[config.mk]
export PLATFORM = sky130hd
export DESIGN_NAME = acd_filter_chain
export DESIGN_NICKNAME = d
export VERILOG_FILES = /design/src/core/acd_pkg.sv /design/src/core/acd_sinc3.sv /design/src/core/acd_filter_chain.sv
export SDC_FILE = /design/constraint.sdc
export NUM_CORES = 1
export LEC_CHECK = 0
export BUFFER_PORTS_ARGS = -buffer_cell sky130_fd_sc_hd__buf_4
export CAP_MARGIN = 20
export CORE_UTILIZATION = 42
export CTS_CLUSTER_DIAMETER = 150
export DETAILED_ROUTE_END_ITERATION = 8
export PLACE_DENSITY_LB_ADDON = 0.15
export SYNTH_ARGS = -nofsm -noshare
export SYNTH_HDL_FRONTEND = slang
export SYNTH_SLANG_ARGS = --single-unit
export TNS_END_PERCENT = 1
[constraint.sdc]
create_clock -name clk -period 10.5 [get_ports clk]
set_input_delay 1.05 -clock clk [delete_from_list [all_inputs] [get_ports clk]]
set_output_delay 1.05 -clock clk [all_outputs]
set_load 0.1 [all_outputs]
[src/core/acd_pkg.sv]
package acd_pkg;

  // ---------------------------------------------------------------
  // Register map: printed offsets are register indices, byte = 4x
  // ---------------------------------------------------------------
  localparam int ADDR_W = 12;
  localparam logic [7:0] TRIG_IDX = 8'h49;
  localparam logic [7:0] FILT_IDX = 8'h50;
  localparam logic [7:0] CTRL_IDX = 8'h51;
  localparam logic [7:0] STAT_IDX = 8'h52;
  localparam logic [ADDR_W-1:0] TRIG_ADDR = {2'h0, TRIG_IDX, 2'h0};
  localparam logic [ADDR_W-1:0] FILT_ADDR = {2'h0, FILT_IDX, 2'h0};
  localparam logic [ADDR_W-1:0] CTRL_ADDR = {2'h0, CTRL_IDX, 2'h0};
  localparam logic [ADDR_W-1:0] STAT_ADDR = {2'h0, STAT_IDX, 2'h0};
  localparam logic [7:0] REG_RESET = 8'h00;

  // ---------------------------------------------------------------
  // Field positions
  // ---------------------------------------------------------------
  localparam int TRIG_HALVE_BYP_BIT = 7;
  localparam int TRIG_SINC16_BIT = 6;
  localparam int TRIG_LOW_LATENCY_IIR_ENABLE_BIT = 5;
  localparam int FILT_DROOP_BYP_BIT = 7;
  localparam int FILT_FLAT_BYP_BIT = 6;
  localparam int FILT_LPF_HI = 5;
  localparam int FILT_LPF_LO = 4;
  localparam int CTRL_MODE_HI = 3;
  localparam int CTRL_NEGATIVE_BIAS_ROUNDING_BIT = 4;
  localparam int STAT_SAMPLE_LO = 16;

  // ---------------------------------------------------------------
  // Operating modes and bus answers
  // ---------------------------------------------------------------
  localparam logic [3:0] MODE_HP = 4'hc;
  localparam logic [3:0] MODE_RBW = 4'h8;
  localparam logic [3:0] MODE_LP = 4'h4;
  localparam logic [1:0] RESP_OKAY = 2'h0;
  localparam logic [1:0] RESP_SLVERR = 2'h2;

  // ---------------------------------------------------------------
  // Rates and arithmetic
  // ---------------------------------------------------------------
  localparam int MOD_RATE_KHZ = 1024;
  localparam int IIR1_CUTOFF_KHZ = 5;
  localparam logic [4:0] SINC32_LAST = 5'h1f;
  localparam logic [4:0] SINC16_LAST = 5'h0f;
  localparam int SINC16_GAIN_SHIFT = 3;
  localparam int FRAC_BITS = 4;
  localparam int IIR1_SHIFT = 1;
  localparam int DROOP_CENTER_SHIFT = 2;
  localparam int DROOP_SIDE_SHIFT = 3;

  typedef enum logic [1:0] {WS_COLLECT = 2'b01, WS_RESP = 2'b10} acd_wstate_t;
  typedef enum logic [1:0] {RS_IDLE = 2'b01, RS_DATA = 2'b10} acd_rstate_t;

endpackage

[src/core/acd_sinc3.sv]
`timescale 1ns/1ps
module acd_sinc3 import acd_pkg::*; #(
  parameter int W = 24
) (
  // Clock and reset
  input wire logic clk,
  input wire logic rstn,
  // Control
  input wire logic run,
  input wire logic ratio16,
  // Modulator bit stream
  input wire logic inValid,
  input wire logic inBit,
  // Decimated output
  output logic outValid,
  output logic signed [W-1:0] outData
);

  logic signed [W-1:0] integ [0:2];
  logic signed [W-1:0] combDly [0:2];
  logic signed [W-1:0] combIn [0:3];
  logic signed [W-1:0] stim;
  logic [4:0] phase;
  logic [4:0] lastPhase;
  logic dump;

  // Bit maps to +1 or -1; wrapping arithmetic is exact for a CIC
  assign stim = inBit ? {{(W-1){1'b0}}, 1'b1} : {W{1'b1}};
  assign lastPhase = ratio16 ? SINC16_LAST : SINC32_LAST;
  // Gated by run so that leaving a run mode cannot emit one last sample
  assign dump = run && inValid && (phase == lastPhase);
  assign combIn[0] = integ[2];

  // Decimation phase; a ratio change mid-count just wraps once
  always_ff @(posedge clk) begin
    if (!rstn || !run) begin
      phase <= '0;
    end else if (inValid) begin
      phase <= dump ? 5'h00 : phase + 5'h01;
    end
  end

  // Integrator and comb stages
  for (genvar g = 0; g < 3; g++) begin : g_stage
    logic signed [W-1:0] feed;
    if (g == 0) begin : g_first
      assign feed = stim;
    end else begin : g_next
      assign feed = integ[g-1];
    end
    always_ff @(posedge clk) begin
      if (!rstn || !run) begin
        integ[g] <= '0;
        combDly[g] <= '0;
      end else begin
        if (inValid) begin
          integ[g] <= integ[g] + feed;
        end
        if (dump) begin
          combDly[g] <= combIn[g];
        end
      end
    end
    assign combIn[g+1] = combIn[g] - combDly[g];
  end

  // Registered decimated sample
  always_ff @(posedge clk) begin
    if (!rstn) begin
      outValid <= 1'b0;
      outData <= '0;
    end else begin
      outValid <= dump;
      if (dump) begin
        outData <= combIn[3];
      end
    end
  end

endmodule

[src/core/acd_filter_chain.sv]
`timescale 1ns/1ps
// Functional notes
// - Low-latency first-order IIR, 5 kHz cutoff, off after reset.
// - Low-latency IIR works only in high performance, reduced bandwidth, low power.
// - Writing one to the IIR enable bit turns the low-latency IIR on.
// - Stage order: sinc decimator, droop compensator, then halving filter.
// - Rounding to 16 bits selectable; negative_bias_rounding adds one to negatives only.
// - Decimation stages run only in the three sigma-delta modes.
// - From 1024 kHz: 32x with halving 16 kHz, bypassed 32, 16x 64.
// - Trigger bit 6 selects sinc ratio: zero 32x at reset, one 16x.
// - Sinc ratio 16x forces the halving stage into bypass.
// - Filter bit 7 bypasses the droop compensator; zero keeps it active.
// - Halving stage decimates by two; trigger bit 7 bypasses it.
// - Filter bits 5:4 hold low-pass cutoff select, zero means off. Stored only; the chain has no low-pass stage.
// - Filter bit 6 bypasses the flattener; resets to zero. Stored only; the chain has no flattener.
module acd_filter_chain import acd_pkg::*; #(
  parameter int W = 24
) (
  // Clock and reset
  input wire logic clk,
  input wire logic rstn,
  // AXI4-Lite write address and data
  input wire logic [ADDR_W-1:0] s_axi_awaddr,
  input wire logic s_axi_awvalid,
  output logic s_axi_awready,
  input wire logic [31:0] s_axi_wdata,
  input wire logic [3:0] s_axi_wstrb,
  input wire logic s_axi_wvalid,
  output logic s_axi_wready,
  // AXI4-Lite write response
  output logic [1:0] s_axi_bresp,
  output logic s_axi_bvalid,
  input wire logic s_axi_bready,
  // AXI4-Lite read
  input wire logic [ADDR_W-1:0] s_axi_araddr,
  input wire logic s_axi_arvalid,
  output logic s_axi_arready,
  output logic [31:0] s_axi_rdata,
  output logic [1:0] s_axi_rresp,
  output logic s_axi_rvalid,
  input wire logic s_axi_rready,
  // Modulator bit stream at the 1024 kHz sample rate
  input wire logic modValid,
  input wire logic modBit,
  // Output sample stream
  output logic sampleValid,
  output logic signed [15:0] sampleOut
);

  // ---------------------------------------------------------------
  // Register bus slave
  // ---------------------------------------------------------------
  acd_wstate_t wstate;
  acd_rstate_t rstate;
  logic awGot, wGot, wrLane0, regWrite;
  logic [ADDR_W-1:0] wrAddr;
  logic [7:0] wrByte, trigCfg, filtCfg, ctrlCfg;
  logic [31:0] statusWord;

  assign regWrite = (wstate == WS_COLLECT) && awGot && wGot;

  // Address and data are each taken once, in either order
  always_ff @(posedge clk) begin
    if (!rstn) begin
      s_axi_awready <= 1'b0;
      s_axi_wready <= 1'b0;
      awGot <= 1'b0;
      wGot <= 1'b0;
      wrAddr <= '0;
      wrByte <= 8'h00;
      wrLane0 <= 1'b0;
    end else begin
      s_axi_awready <= (wstate == WS_COLLECT) && !awGot && !(s_axi_awvalid && s_axi_awready);
      s_axi_wready <= (wstate == WS_COLLECT) && !wGot && !(s_axi_wvalid && s_axi_wready);
      if (s_axi_awvalid && s_axi_awready) begin
        awGot <= 1'b1;
        wrAddr <= s_axi_awaddr;
      end else if (s_axi_bvalid && s_axi_bready) begin
        awGot <= 1'b0;
      end
      if (s_axi_wvalid && s_axi_wready) begin
        wGot <= 1'b1;
        wrByte <= s_axi_wdata[7:0];
        wrLane0 <= s_axi_wstrb[0];
      end else if (s_axi_bvalid && s_axi_bready) begin
        wGot <= 1'b0;
      end
    end
  end

  // Write response once both halves are in
  always_ff @(posedge clk) begin
    if (!rstn) begin
      wstate <= WS_COLLECT;
      s_axi_bvalid <= 1'b0;
      s_axi_bresp <= RESP_OKAY;
    end else begin
      case (wstate)
        WS_COLLECT: begin
          if (awGot && wGot) begin
            wstate <= WS_RESP;
            s_axi_bvalid <= 1'b1;
            s_axi_bresp <= (wrAddr == TRIG_ADDR || wrAddr == FILT_ADDR ||
                            wrAddr == CTRL_ADDR) ? RESP_OKAY : RESP_SLVERR;
          end
        end
        WS_RESP: begin
          if (s_axi_bready) begin
            wstate <= WS_COLLECT;
            s_axi_bvalid <= 1'b0;
          end
        end
        default: begin
          wstate <= WS_COLLECT;
          s_axi_bvalid <= 1'b0;
        end
      endcase
    end
  end

  // Configuration registers; all fields reset to zero
  always_ff @(posedge clk) begin
    if (!rstn) begin
      trigCfg <= REG_RESET;
      filtCfg <= REG_RESET;
      ctrlCfg <= REG_RESET;
    end else if (regWrite && wrLane0) begin
      if (wrAddr == TRIG_ADDR) begin
        trigCfg <= wrByte;
      end
      if (wrAddr == FILT_ADDR) begin
        filtCfg <= wrByte;
      end
      if (wrAddr == CTRL_ADDR) begin
        ctrlCfg <= wrByte;
      end
    end
  end

  // Read channel; unmapped reads return zero with an error answer
  always_ff @(posedge clk) begin
    if (!rstn) begin
      rstate <= RS_IDLE;
      s_axi_arready <= 1'b0;
      s_axi_rvalid <= 1'b0;
      s_axi_rdata <= 32'h0000_0000;
      s_axi_rresp <= RESP_OKAY;
    end else begin
      s_axi_arready <= (rstate == RS_IDLE) && !(s_axi_arvalid && s_axi_arready);
      case (rstate)
        RS_IDLE: begin
          if (s_axi_arvalid && s_axi_arready) begin
            rstate <= RS_DATA;
            s_axi_rvalid <= 1'b1;
            s_axi_rresp <= RESP_OKAY;
            case (s_axi_araddr)
              TRIG_ADDR: s_axi_rdata <= {24'h000000, trigCfg};
              FILT_ADDR: s_axi_rdata <= {24'h000000, filtCfg};
              CTRL_ADDR: s_axi_rdata <= {24'h000000, ctrlCfg};
              STAT_ADDR: s_axi_rdata <= statusWord;
              default: begin
                s_axi_rdata <= 32'h0000_0000;
                s_axi_rresp <= RESP_SLVERR;
              end
            endcase
          end
        end
        RS_DATA: begin
          if (s_axi_rready) begin
            rstate <= RS_IDLE;
            s_axi_rvalid <= 1'b0;
          end
        end
        default: begin
          rstate <= RS_IDLE;
          s_axi_rvalid <= 1'b0;
        end
      endcase
    end
  end

  // ---------------------------------------------------------------
  // Mode gating and stage selection
  // ---------------------------------------------------------------
  logic [3:0] opMode;
  logic chainOn, sinc16, halveActive, droopBypass, iir1Active, floorRound;

  assign opMode = ctrlCfg[CTRL_MODE_HI:0];
  // SAR-based modes and standby leave the whole chain idle
  assign chainOn = (opMode == MODE_HP) || (opMode == MODE_RBW) || (opMode == MODE_LP);
  assign sinc16 = trigCfg[TRIG_SINC16_BIT];
  // 16x overrides the halving stage's own bypass bit
  assign halveActive = !trigCfg[TRIG_HALVE_BYP_BIT] && !sinc16;
  assign droopBypass = filtCfg[FILT_DROOP_BYP_BIT];
  assign iir1Active = trigCfg[TRIG_LOW_LATENCY_IIR_ENABLE_BIT] && chainOn;
  assign floorRound = ctrlCfg[CTRL_NEGATIVE_BIAS_ROUNDING_BIT];

  // ---------------------------------------------------------------
  // Sinc decimator, then droop compensator, then halving filter
  // ---------------------------------------------------------------
  logic sincValid, dcfValid, halfPhase, halfValid;
  logic signed [W-1:0] sincData, stage0, tapA, tapB, droopSum, dcfData, halfHold, halfData;

  acd_sinc3 #(
    .W(W)
  ) u_sinc (
    .clk(clk),
    .rstn(rstn),
    .run(chainOn),
    .ratio16(sinc16),
    .inValid(modValid),
    .inBit(modBit),
    .outValid(sincValid),
    .outData(sincData)
  );

  // 16x has one eighth of the 32x gain; shift to keep one scale
  assign stage0 = (sinc16 ? (sincData <<< SINC16_GAIN_SHIFT) : sincData) <<< FRAC_BITS;
  // Taps -1/8, 10/8, -1/8: unity DC gain, lifts the sinc droop
  assign droopSum = tapA + (tapA >>> DROOP_CENTER_SHIFT) - ((stage0 + tapB) >>> DROOP_SIDE_SHIFT);

  // Droop compensator works on every sinc output sample
  always_ff @(posedge clk) begin
    if (!rstn || !chainOn) begin
      tapA <= '0;
      tapB <= '0;
      dcfValid <= 1'b0;
      dcfData <= '0;
    end else begin
      dcfValid <= sincValid;
      if (sincValid) begin
        tapA <= stage0;
        tapB <= tapA;
        dcfData <= droopBypass ? stage0 : droopSum;
      end
    end
  end

  // Halving stage; a pair average stands in for the higher order response
  always_ff @(posedge clk) begin
    if (!rstn || !chainOn) begin
      halfPhase <= 1'b0;
      halfHold <= '0;
      halfValid <= 1'b0;
      halfData <= '0;
    end else begin
      halfValid <= 1'b0;
      if (dcfValid) begin
        if (halveActive) begin
          halfPhase <= !halfPhase;
          halfHold <= dcfData;
          if (halfPhase) begin
            halfValid <= 1'b1;
            halfData <= (halfHold >>> 1) + (dcfData >>> 1);
          end
        end else begin
          halfPhase <= 1'b0;
          halfValid <= 1'b1;
          halfData <= dcfData;
        end
      end
    end
  end

  // ---------------------------------------------------------------
  // Low-latency first-order IIR and output rounding
  // ---------------------------------------------------------------
  logic iirValid, satHi, satLo;
  logic signed [W-1:0] iirState, iirData, iirNext, truncVal, roundVal;

  // Fixed coefficient; the corner sits near IIR1_CUTOFF_KHZ at the base rate
  assign iirNext = iirState + ((halfData - iirState) >>> IIR1_SHIFT);

  // Disabled filter tracks its input so enabling starts without a step
  always_ff @(posedge clk) begin
    if (!rstn || !chainOn) begin
      iirState <= '0;
      iirValid <= 1'b0;
      iirData <= '0;
    end else begin
      iirValid <= halfValid;
      if (halfValid) begin
        iirState <= iir1Active ? iirNext : halfData;
        iirData <= iir1Active ? iirNext : halfData;
      end
    end
  end

  assign truncVal = iirData >>> FRAC_BITS;
  // Negative_bias_rounding method lifts negatives by one to cut the truncation offset
  assign roundVal = (floorRound && iirData[W-1]) ? truncVal + W'(1) : truncVal;
  assign satHi = !roundVal[W-1] && (roundVal[W-2:15] != '0);
  assign satLo = roundVal[W-1] && (roundVal[W-2:15] != '1);

  // One-cycle strobe with each saturated 16-bit sample
  always_ff @(posedge clk) begin
    if (!rstn) begin
      sampleValid <= 1'b0;
      sampleOut <= 16'h0000;
    end else begin
      sampleValid <= iirValid;
      if (iirValid) begin
        sampleOut <= satHi ? 16'h7fff : (satLo ? 16'h8000 : roundVal[15:0]);
      end
    end
  end

  assign statusWord = {sampleOut, 12'h000, iir1Active, halveActive, sinc16, chainOn};

  // ---------------------------------------------------------------
  // Assertions and covers
  // ---------------------------------------------------------------
  a_iir1_reset_off: assert property (@(posedge clk) disable iff (!rstn)
    $past(!rstn) |-> !iir1Active && !trigCfg[TRIG_LOW_LATENCY_IIR_ENABLE_BIT])
    else $error("low-latency filter on after reset");
  a_iir1_mode_gate: assert property (@(posedge clk) disable iff (!rstn)
    !chainOn ##1 !chainOn |-> !iir1Active && !iirValid && iirState == '0)
    else $error("low-latency filter active outside sigma-delta modes");
  a_iir1_enable_write: assert property (@(posedge clk) disable iff (!rstn)
    regWrite && wrLane0 && wrAddr == TRIG_ADDR && wrByte[TRIG_LOW_LATENCY_IIR_ENABLE_BIT] && chainOn
    |=> iir1Active ##1 (iir1Active || regWrite || !chainOn))
    else $error("enable write did not turn the filter on");
  a_stage_order: assert property (@(posedge clk) disable iff (!rstn)
    sincValid && chainOn ##1 chainOn |-> dcfValid ##1 (halfValid || halveActive))
    else $error("stage order broken");
  a_negative_bias_rounding_round: assert property (@(posedge clk) disable iff (!rstn)
    iirValid && floorRound && iirData[W-1] && !satLo && !satHi
    |=> sampleOut == 16'(($past(iirData) >>> FRAC_BITS) + 1))
    else $error("negative_bias_rounding rounding wrong");
  a_chain_idle: assert property (@(posedge clk) disable iff (!rstn)
    !chainOn ##1 !chainOn |-> !sincValid && !dcfValid && !halfValid)
    else $error("decimation ran in an unsupported mode");
  a_ratio_bypass: assert property (@(posedge clk) disable iff (!rstn)
    sinc16 |-> !halveActive)
    else $error("halving stage active at 16x");
  a_halve_bypass: assert property (@(posedge clk) disable iff (!rstn)
    dcfValid && !halveActive && chainOn ##1 chainOn |-> halfValid && halfData == $past(dcfData))
    else $error("bypassed halving stage did not pass sample");
  a_droop_bypass: assert property (@(posedge clk) disable iff (!rstn)
    sincValid && droopBypass && chainOn ##1 chainOn |-> dcfData == $past(stage0))
    else $error("droop bypass did not pass sample");
  a_out_pulse: assert property (@(posedge clk) disable iff (!rstn)
    sampleValid |=> !sampleValid)
    else $error("output strobe longer than one cycle");

  c_halved_sample: cover property (@(posedge clk) disable iff (!rstn)
    sampleValid && halveActive);
  c_sinc16_sample: cover property (@(posedge clk) disable iff (!rstn)
    sampleValid && sinc16);
  c_iir1_negative_bias_rounding: cover property (@(posedge clk) disable iff (!rstn)
    sampleValid && iir1Active && floorRound && sampleOut[15]);

endmodule

==> flow_summary.ini <==
[outcome]
outcome = finished clean

[global_route]
maximum_number_of_pins_on_one_net_before_global_route_repair = 102
gr-usage-met2_pct = 34.3
grtUsageMet1_pct = 24.0
grt_busiest_layer = met2
antenna_found_initial = 0
grt.total_usage_pct = 19.2
met3_usage_pct = 2.55
grt_pass1_wl_um = 97200
grt_ovf = 0
first_global_vias = 20000

[timing]
timing_max_transition_violations_final = 0
worst_pin_slew_ns = 0.939
period_share_pct = 57.4
hold_ws_ns = 0.444
worst_case_headroom_to_the_max_slew_limit_pct = 37.2
finalWorstPathRequiredPeriod_ns = 6.02
setup_violations = 0
hold_viol = 0
setup_ws_ns = 4.48
grt_setup_unrepaired = false
clock_skew_ns = 0.0184
fmaxAchievable_mhz = 166
final.setup.tns_ns = 0

[synth]
combinational_family_with_the_most_area_after_synthesis = compound AO/OA/AOI/OAI gates
synth_largest_type_area_fraction_pct = 20.7
yosys.area_share.xor_xnor_pct = 7.49
synth_ff_type = sky130_fd_sc_hd__dfxtp_1
synth_cell_types = 77
seq_area_frac_synth_pct = 34.9
synth_fa_ha_area_share_pct = 13.5
yosys.area_share.simple_pct = 16.4
synth_cells = 2880
synth_enable_flop_cells = 120
synth.yosys.warnings = 0
synth.cells.most_frequent = sky130_fd_sc_hd__nand2_1 (276), sky130_fd_sc_hd__nor2_1 (275), sky130_fd_sc_hd__dfxtp_1 (261)
synth_compound_gate_area_share_pct = 19.6
syn_area_per_cell_um2 = 8.78
synth_top_area_cell = sky130_fd_sc_hd__dfxtp_1
yosys-mux-area-fraction_pct = 3.96
asyncSetResetFlopFracSynth_pct = 0
synth_area_um2 = 25300
post_synth_main_area_contributors = sky130_fd_sc_hd__dfxtp_1 (21%), sky130_fd_sc_hd__edfxtp_1 (14%), sky130_fd_sc_hd__ha_1 (11%), sky130_fd_sc_hd__a21oi_1 (4.9%), sky130_fd_sc_hd__xnor2_1 (4.4%)
synth-seq-cells = 381
synth.most_common_cell = sky130_fd_sc_hd__nand2_1

[routing]
drt_drc_violations_left = 0
wirelength_um = 58400
total_vias_in_the_final_route = 20100
detail_route.iter0.violations = 999
route.detailed.wl_per_inst_um = 15.7
postRouteAntennaNets = 0
drtPass1Iterations = 5
via_per_inst = 5.40

[placement]
placement.io_buffers = 89
gp_congestion = 0.885
place.detailed.hpwl_um = 42700
dpl_worst_slack_ns = 4.55

[clock_tree]
clock_path_buffers = 3
numCtsBuffers = 44
clk_latency_ns = 0.58
cts_setup_buffers = 0
tritoncts_num_sinks = 381
post_cts_resize_count = 0
cts_tree = yes
cts-hold-fix-buffers = 0
clkTransAtPathRegs_ns = 0.06
clock_root_buffer = sky130_fd_sc_hd__clkbuf_16
htree_levels = 2

[power_and_ir_drop]
clock_power_share_pct = 47.4
share_seq_of_total_power_pct = 49.4
p_sw_uw = 705
vdd.ir_drop.worst_v = 0.000104
post_layout_power_uw = 3080
p_leak_uw = 0.0116
power.switching_fraction_pct = 22.9
pwr-share-comb_pct = 3.3
cellPowerDensity_nw_per_um2 = 110
internal_power_uw = 2380

[flow_run]
cap_viol_max_count = 0

[floorplanning]
die_w_um = 247
area_of_the_core_um2 = 59200
die_height_um = 247
initial_core_util_pct = 42.7
die_area_um2 = 61200
io-pin-count = 127
floorplan.rows = 89

[critical_path]
crit_family = compound AO/OA/AOI/OAI gates
timing_worst_setup_path_type = flop to flop
critical_path.slowest_cell = sky130_fd_sc_hd__o41ai_1
worstPathMaxFanout = 5
worst_setup_path_end_kind = flop
worst_ep_arrival_time_ns = 6.49
timing.critical_path.buf_inv = 4
worstSetupStartpointType = flop
longest_individual_stage_delay_on_the_worst_path_ns = 0.46
worst_ep_required_time_ns = 10.97

[final_layout]
area_growth_pct = 10.8
finish.utilization_pct = 47.3
antenna_cells = 0
proportion_of_layout_cells_with_a_drive_suffix_above_1_pct = 7.92
fin_nets = 3249

[hold_path]
hold_class = flop to flop
flip-flops by register name, indices dropped and copies added (netlist names), 5 cells and up:
name / flops
halfData: 24
u_sinc.combDly: 60
iirData: 24
wrByte: 8
trigCfg: 8
s_axi_rdata: 24
tapB: 20
halfHold: 23
u_sinc.integ: 60
u_sinc.phase: 5
tapA: 20
u_sinc.outData: 20
ctrlCfg: 8
wrAddr: 12
sampleOut: 16
filtCfg: 8
dcfData: 23
routing by layer:
metal	share of wire (%)	up-vias	wire (um)
met3	3.0	88	1740
met5	0	-	0
met1	46	9486	26900
met4	2.3	0	1330
met2	49	244	28400
li1	-	10300	-
power groups by stage:
| stage | Combinational [uW] | Sequential [uW] | Clock (uW) |
|---|---|---|---|
| 6_report | 101 | 1520 | 1460 |
| 5_1_grt | 109 | 1520 | 1560 |
| 4_1_cts | 102 | 1520 | 1500 |
| 3_5_place_dp | 102 | 1550 | 0 |
| 3_3_place_gp | 100 | 1550 | 0 |
| 2_1_floorplan | 55.9 | 1570 | 0 |
cell families (layout without fill, tap and decap cells):
family                   count (synthesis)  after routing
AND/OR/NAND/NOR                        893            893
AO/OA/AOI/OAI                          773            773
flip-flops                             381            381
buffers and inverters                  267            334
adder cells (fa/ha/maj)                255            255
XOR/XNOR                               213            213
multiplexers                            97             97
other                                    1             10
final timing paths:
| path | endpoint | start | cells past startpoint | slack [ns] |
|---|---|---|---|---|
| hold reg to reg | s_axi_awready | awGot | 1 | 0.44 |
| setup reg to reg | u_sinc.outData[18] | u_sinc.integ[2][0] | 30 | 4.48 |
| setup / recovery | u_sinc.outData[18] | u_sinc.integ[2][0] | 30 | 4.48 |
| hold / removal | s_axi_awready | awGot | 1 | 0.44 |
final cells by class:
cell class / count / area [um^2]
fill: 5743 / 31200
multi-input combinational: 2241 / 15500
sequential: 381 / 8830
clock buffer: 66 / 1230
tap: 773 / 967
timing repair buffer: 114 / 856
inverter: 144 / 541
clock inverter: 10 / 109
placed cells by master (no fill, tap or decap), drive strengths merged, types with 13 or more instances in the layout:
| cell type | Yosys | final |
|---|---|---|
| a21boi | 47 | 47 |
| nand3 | 51 | 51 |
| buf | 22 | 114 |
| fa | 29 | 29 |
| a311oi | 16 | 16 |
| inv | 144 | 146 |
| dfxtp | 261 | 261 |
| nor3 | 41 | 41 |
| nor2b | 58 | 58 |
| mux2 | 24 | 24 |
| o21ai | 155 | 155 |
| and3 | 47 | 47 |
| a21o | 75 | 75 |
| a31oi | 25 | 25 |
| a211oi | 33 | 33 |
| o211ai | 15 | 15 |
| and2 | 52 | 52 |
| o221a | 15 | 15 |
| edfxtp | 120 | 120 |
| clkbuf | 101 | 66 |
| xor2 | 85 | 85 |
| xnor2 | 126 | 126 |
| a21oi | 245 | 245 |
| nand4 | 13 | 13 |
| nand2b | 27 | 27 |
| o21a | 32 | 32 |
| o21bai | 40 | 40 |
| nand2 | 276 | 276 |
| mux2i | 73 | 73 |
| ha | 225 | 225 |
| nor2 | 275 | 275 |
worst reg2reg max path: cells and delay by family (launching register included):
kind / cells / cell delay (ns)
flip-flops: 1 / 0.40
buffers and inverters: 4 / 0.27
adder cells (fa/ha/maj): 4 / 1.21
AO/OA/AOI/OAI: 17 / 3.20
AND/OR/NAND/NOR: 2 / 0.30
XOR/XNOR: 3 / 0.51
through the flow:
step / area (um^2) / std cells
2_1_floorplan: 25300 / 2889
3_3_place_gp: 26700 / 3652
3_5_place_dp: 26700 / 3652
4_1_cts: 28000 / 3728
5_1_grt: 28000 / 3729
6_report: 28000 / 3729
Note: power is estimated with default switching activity, not from simulation.
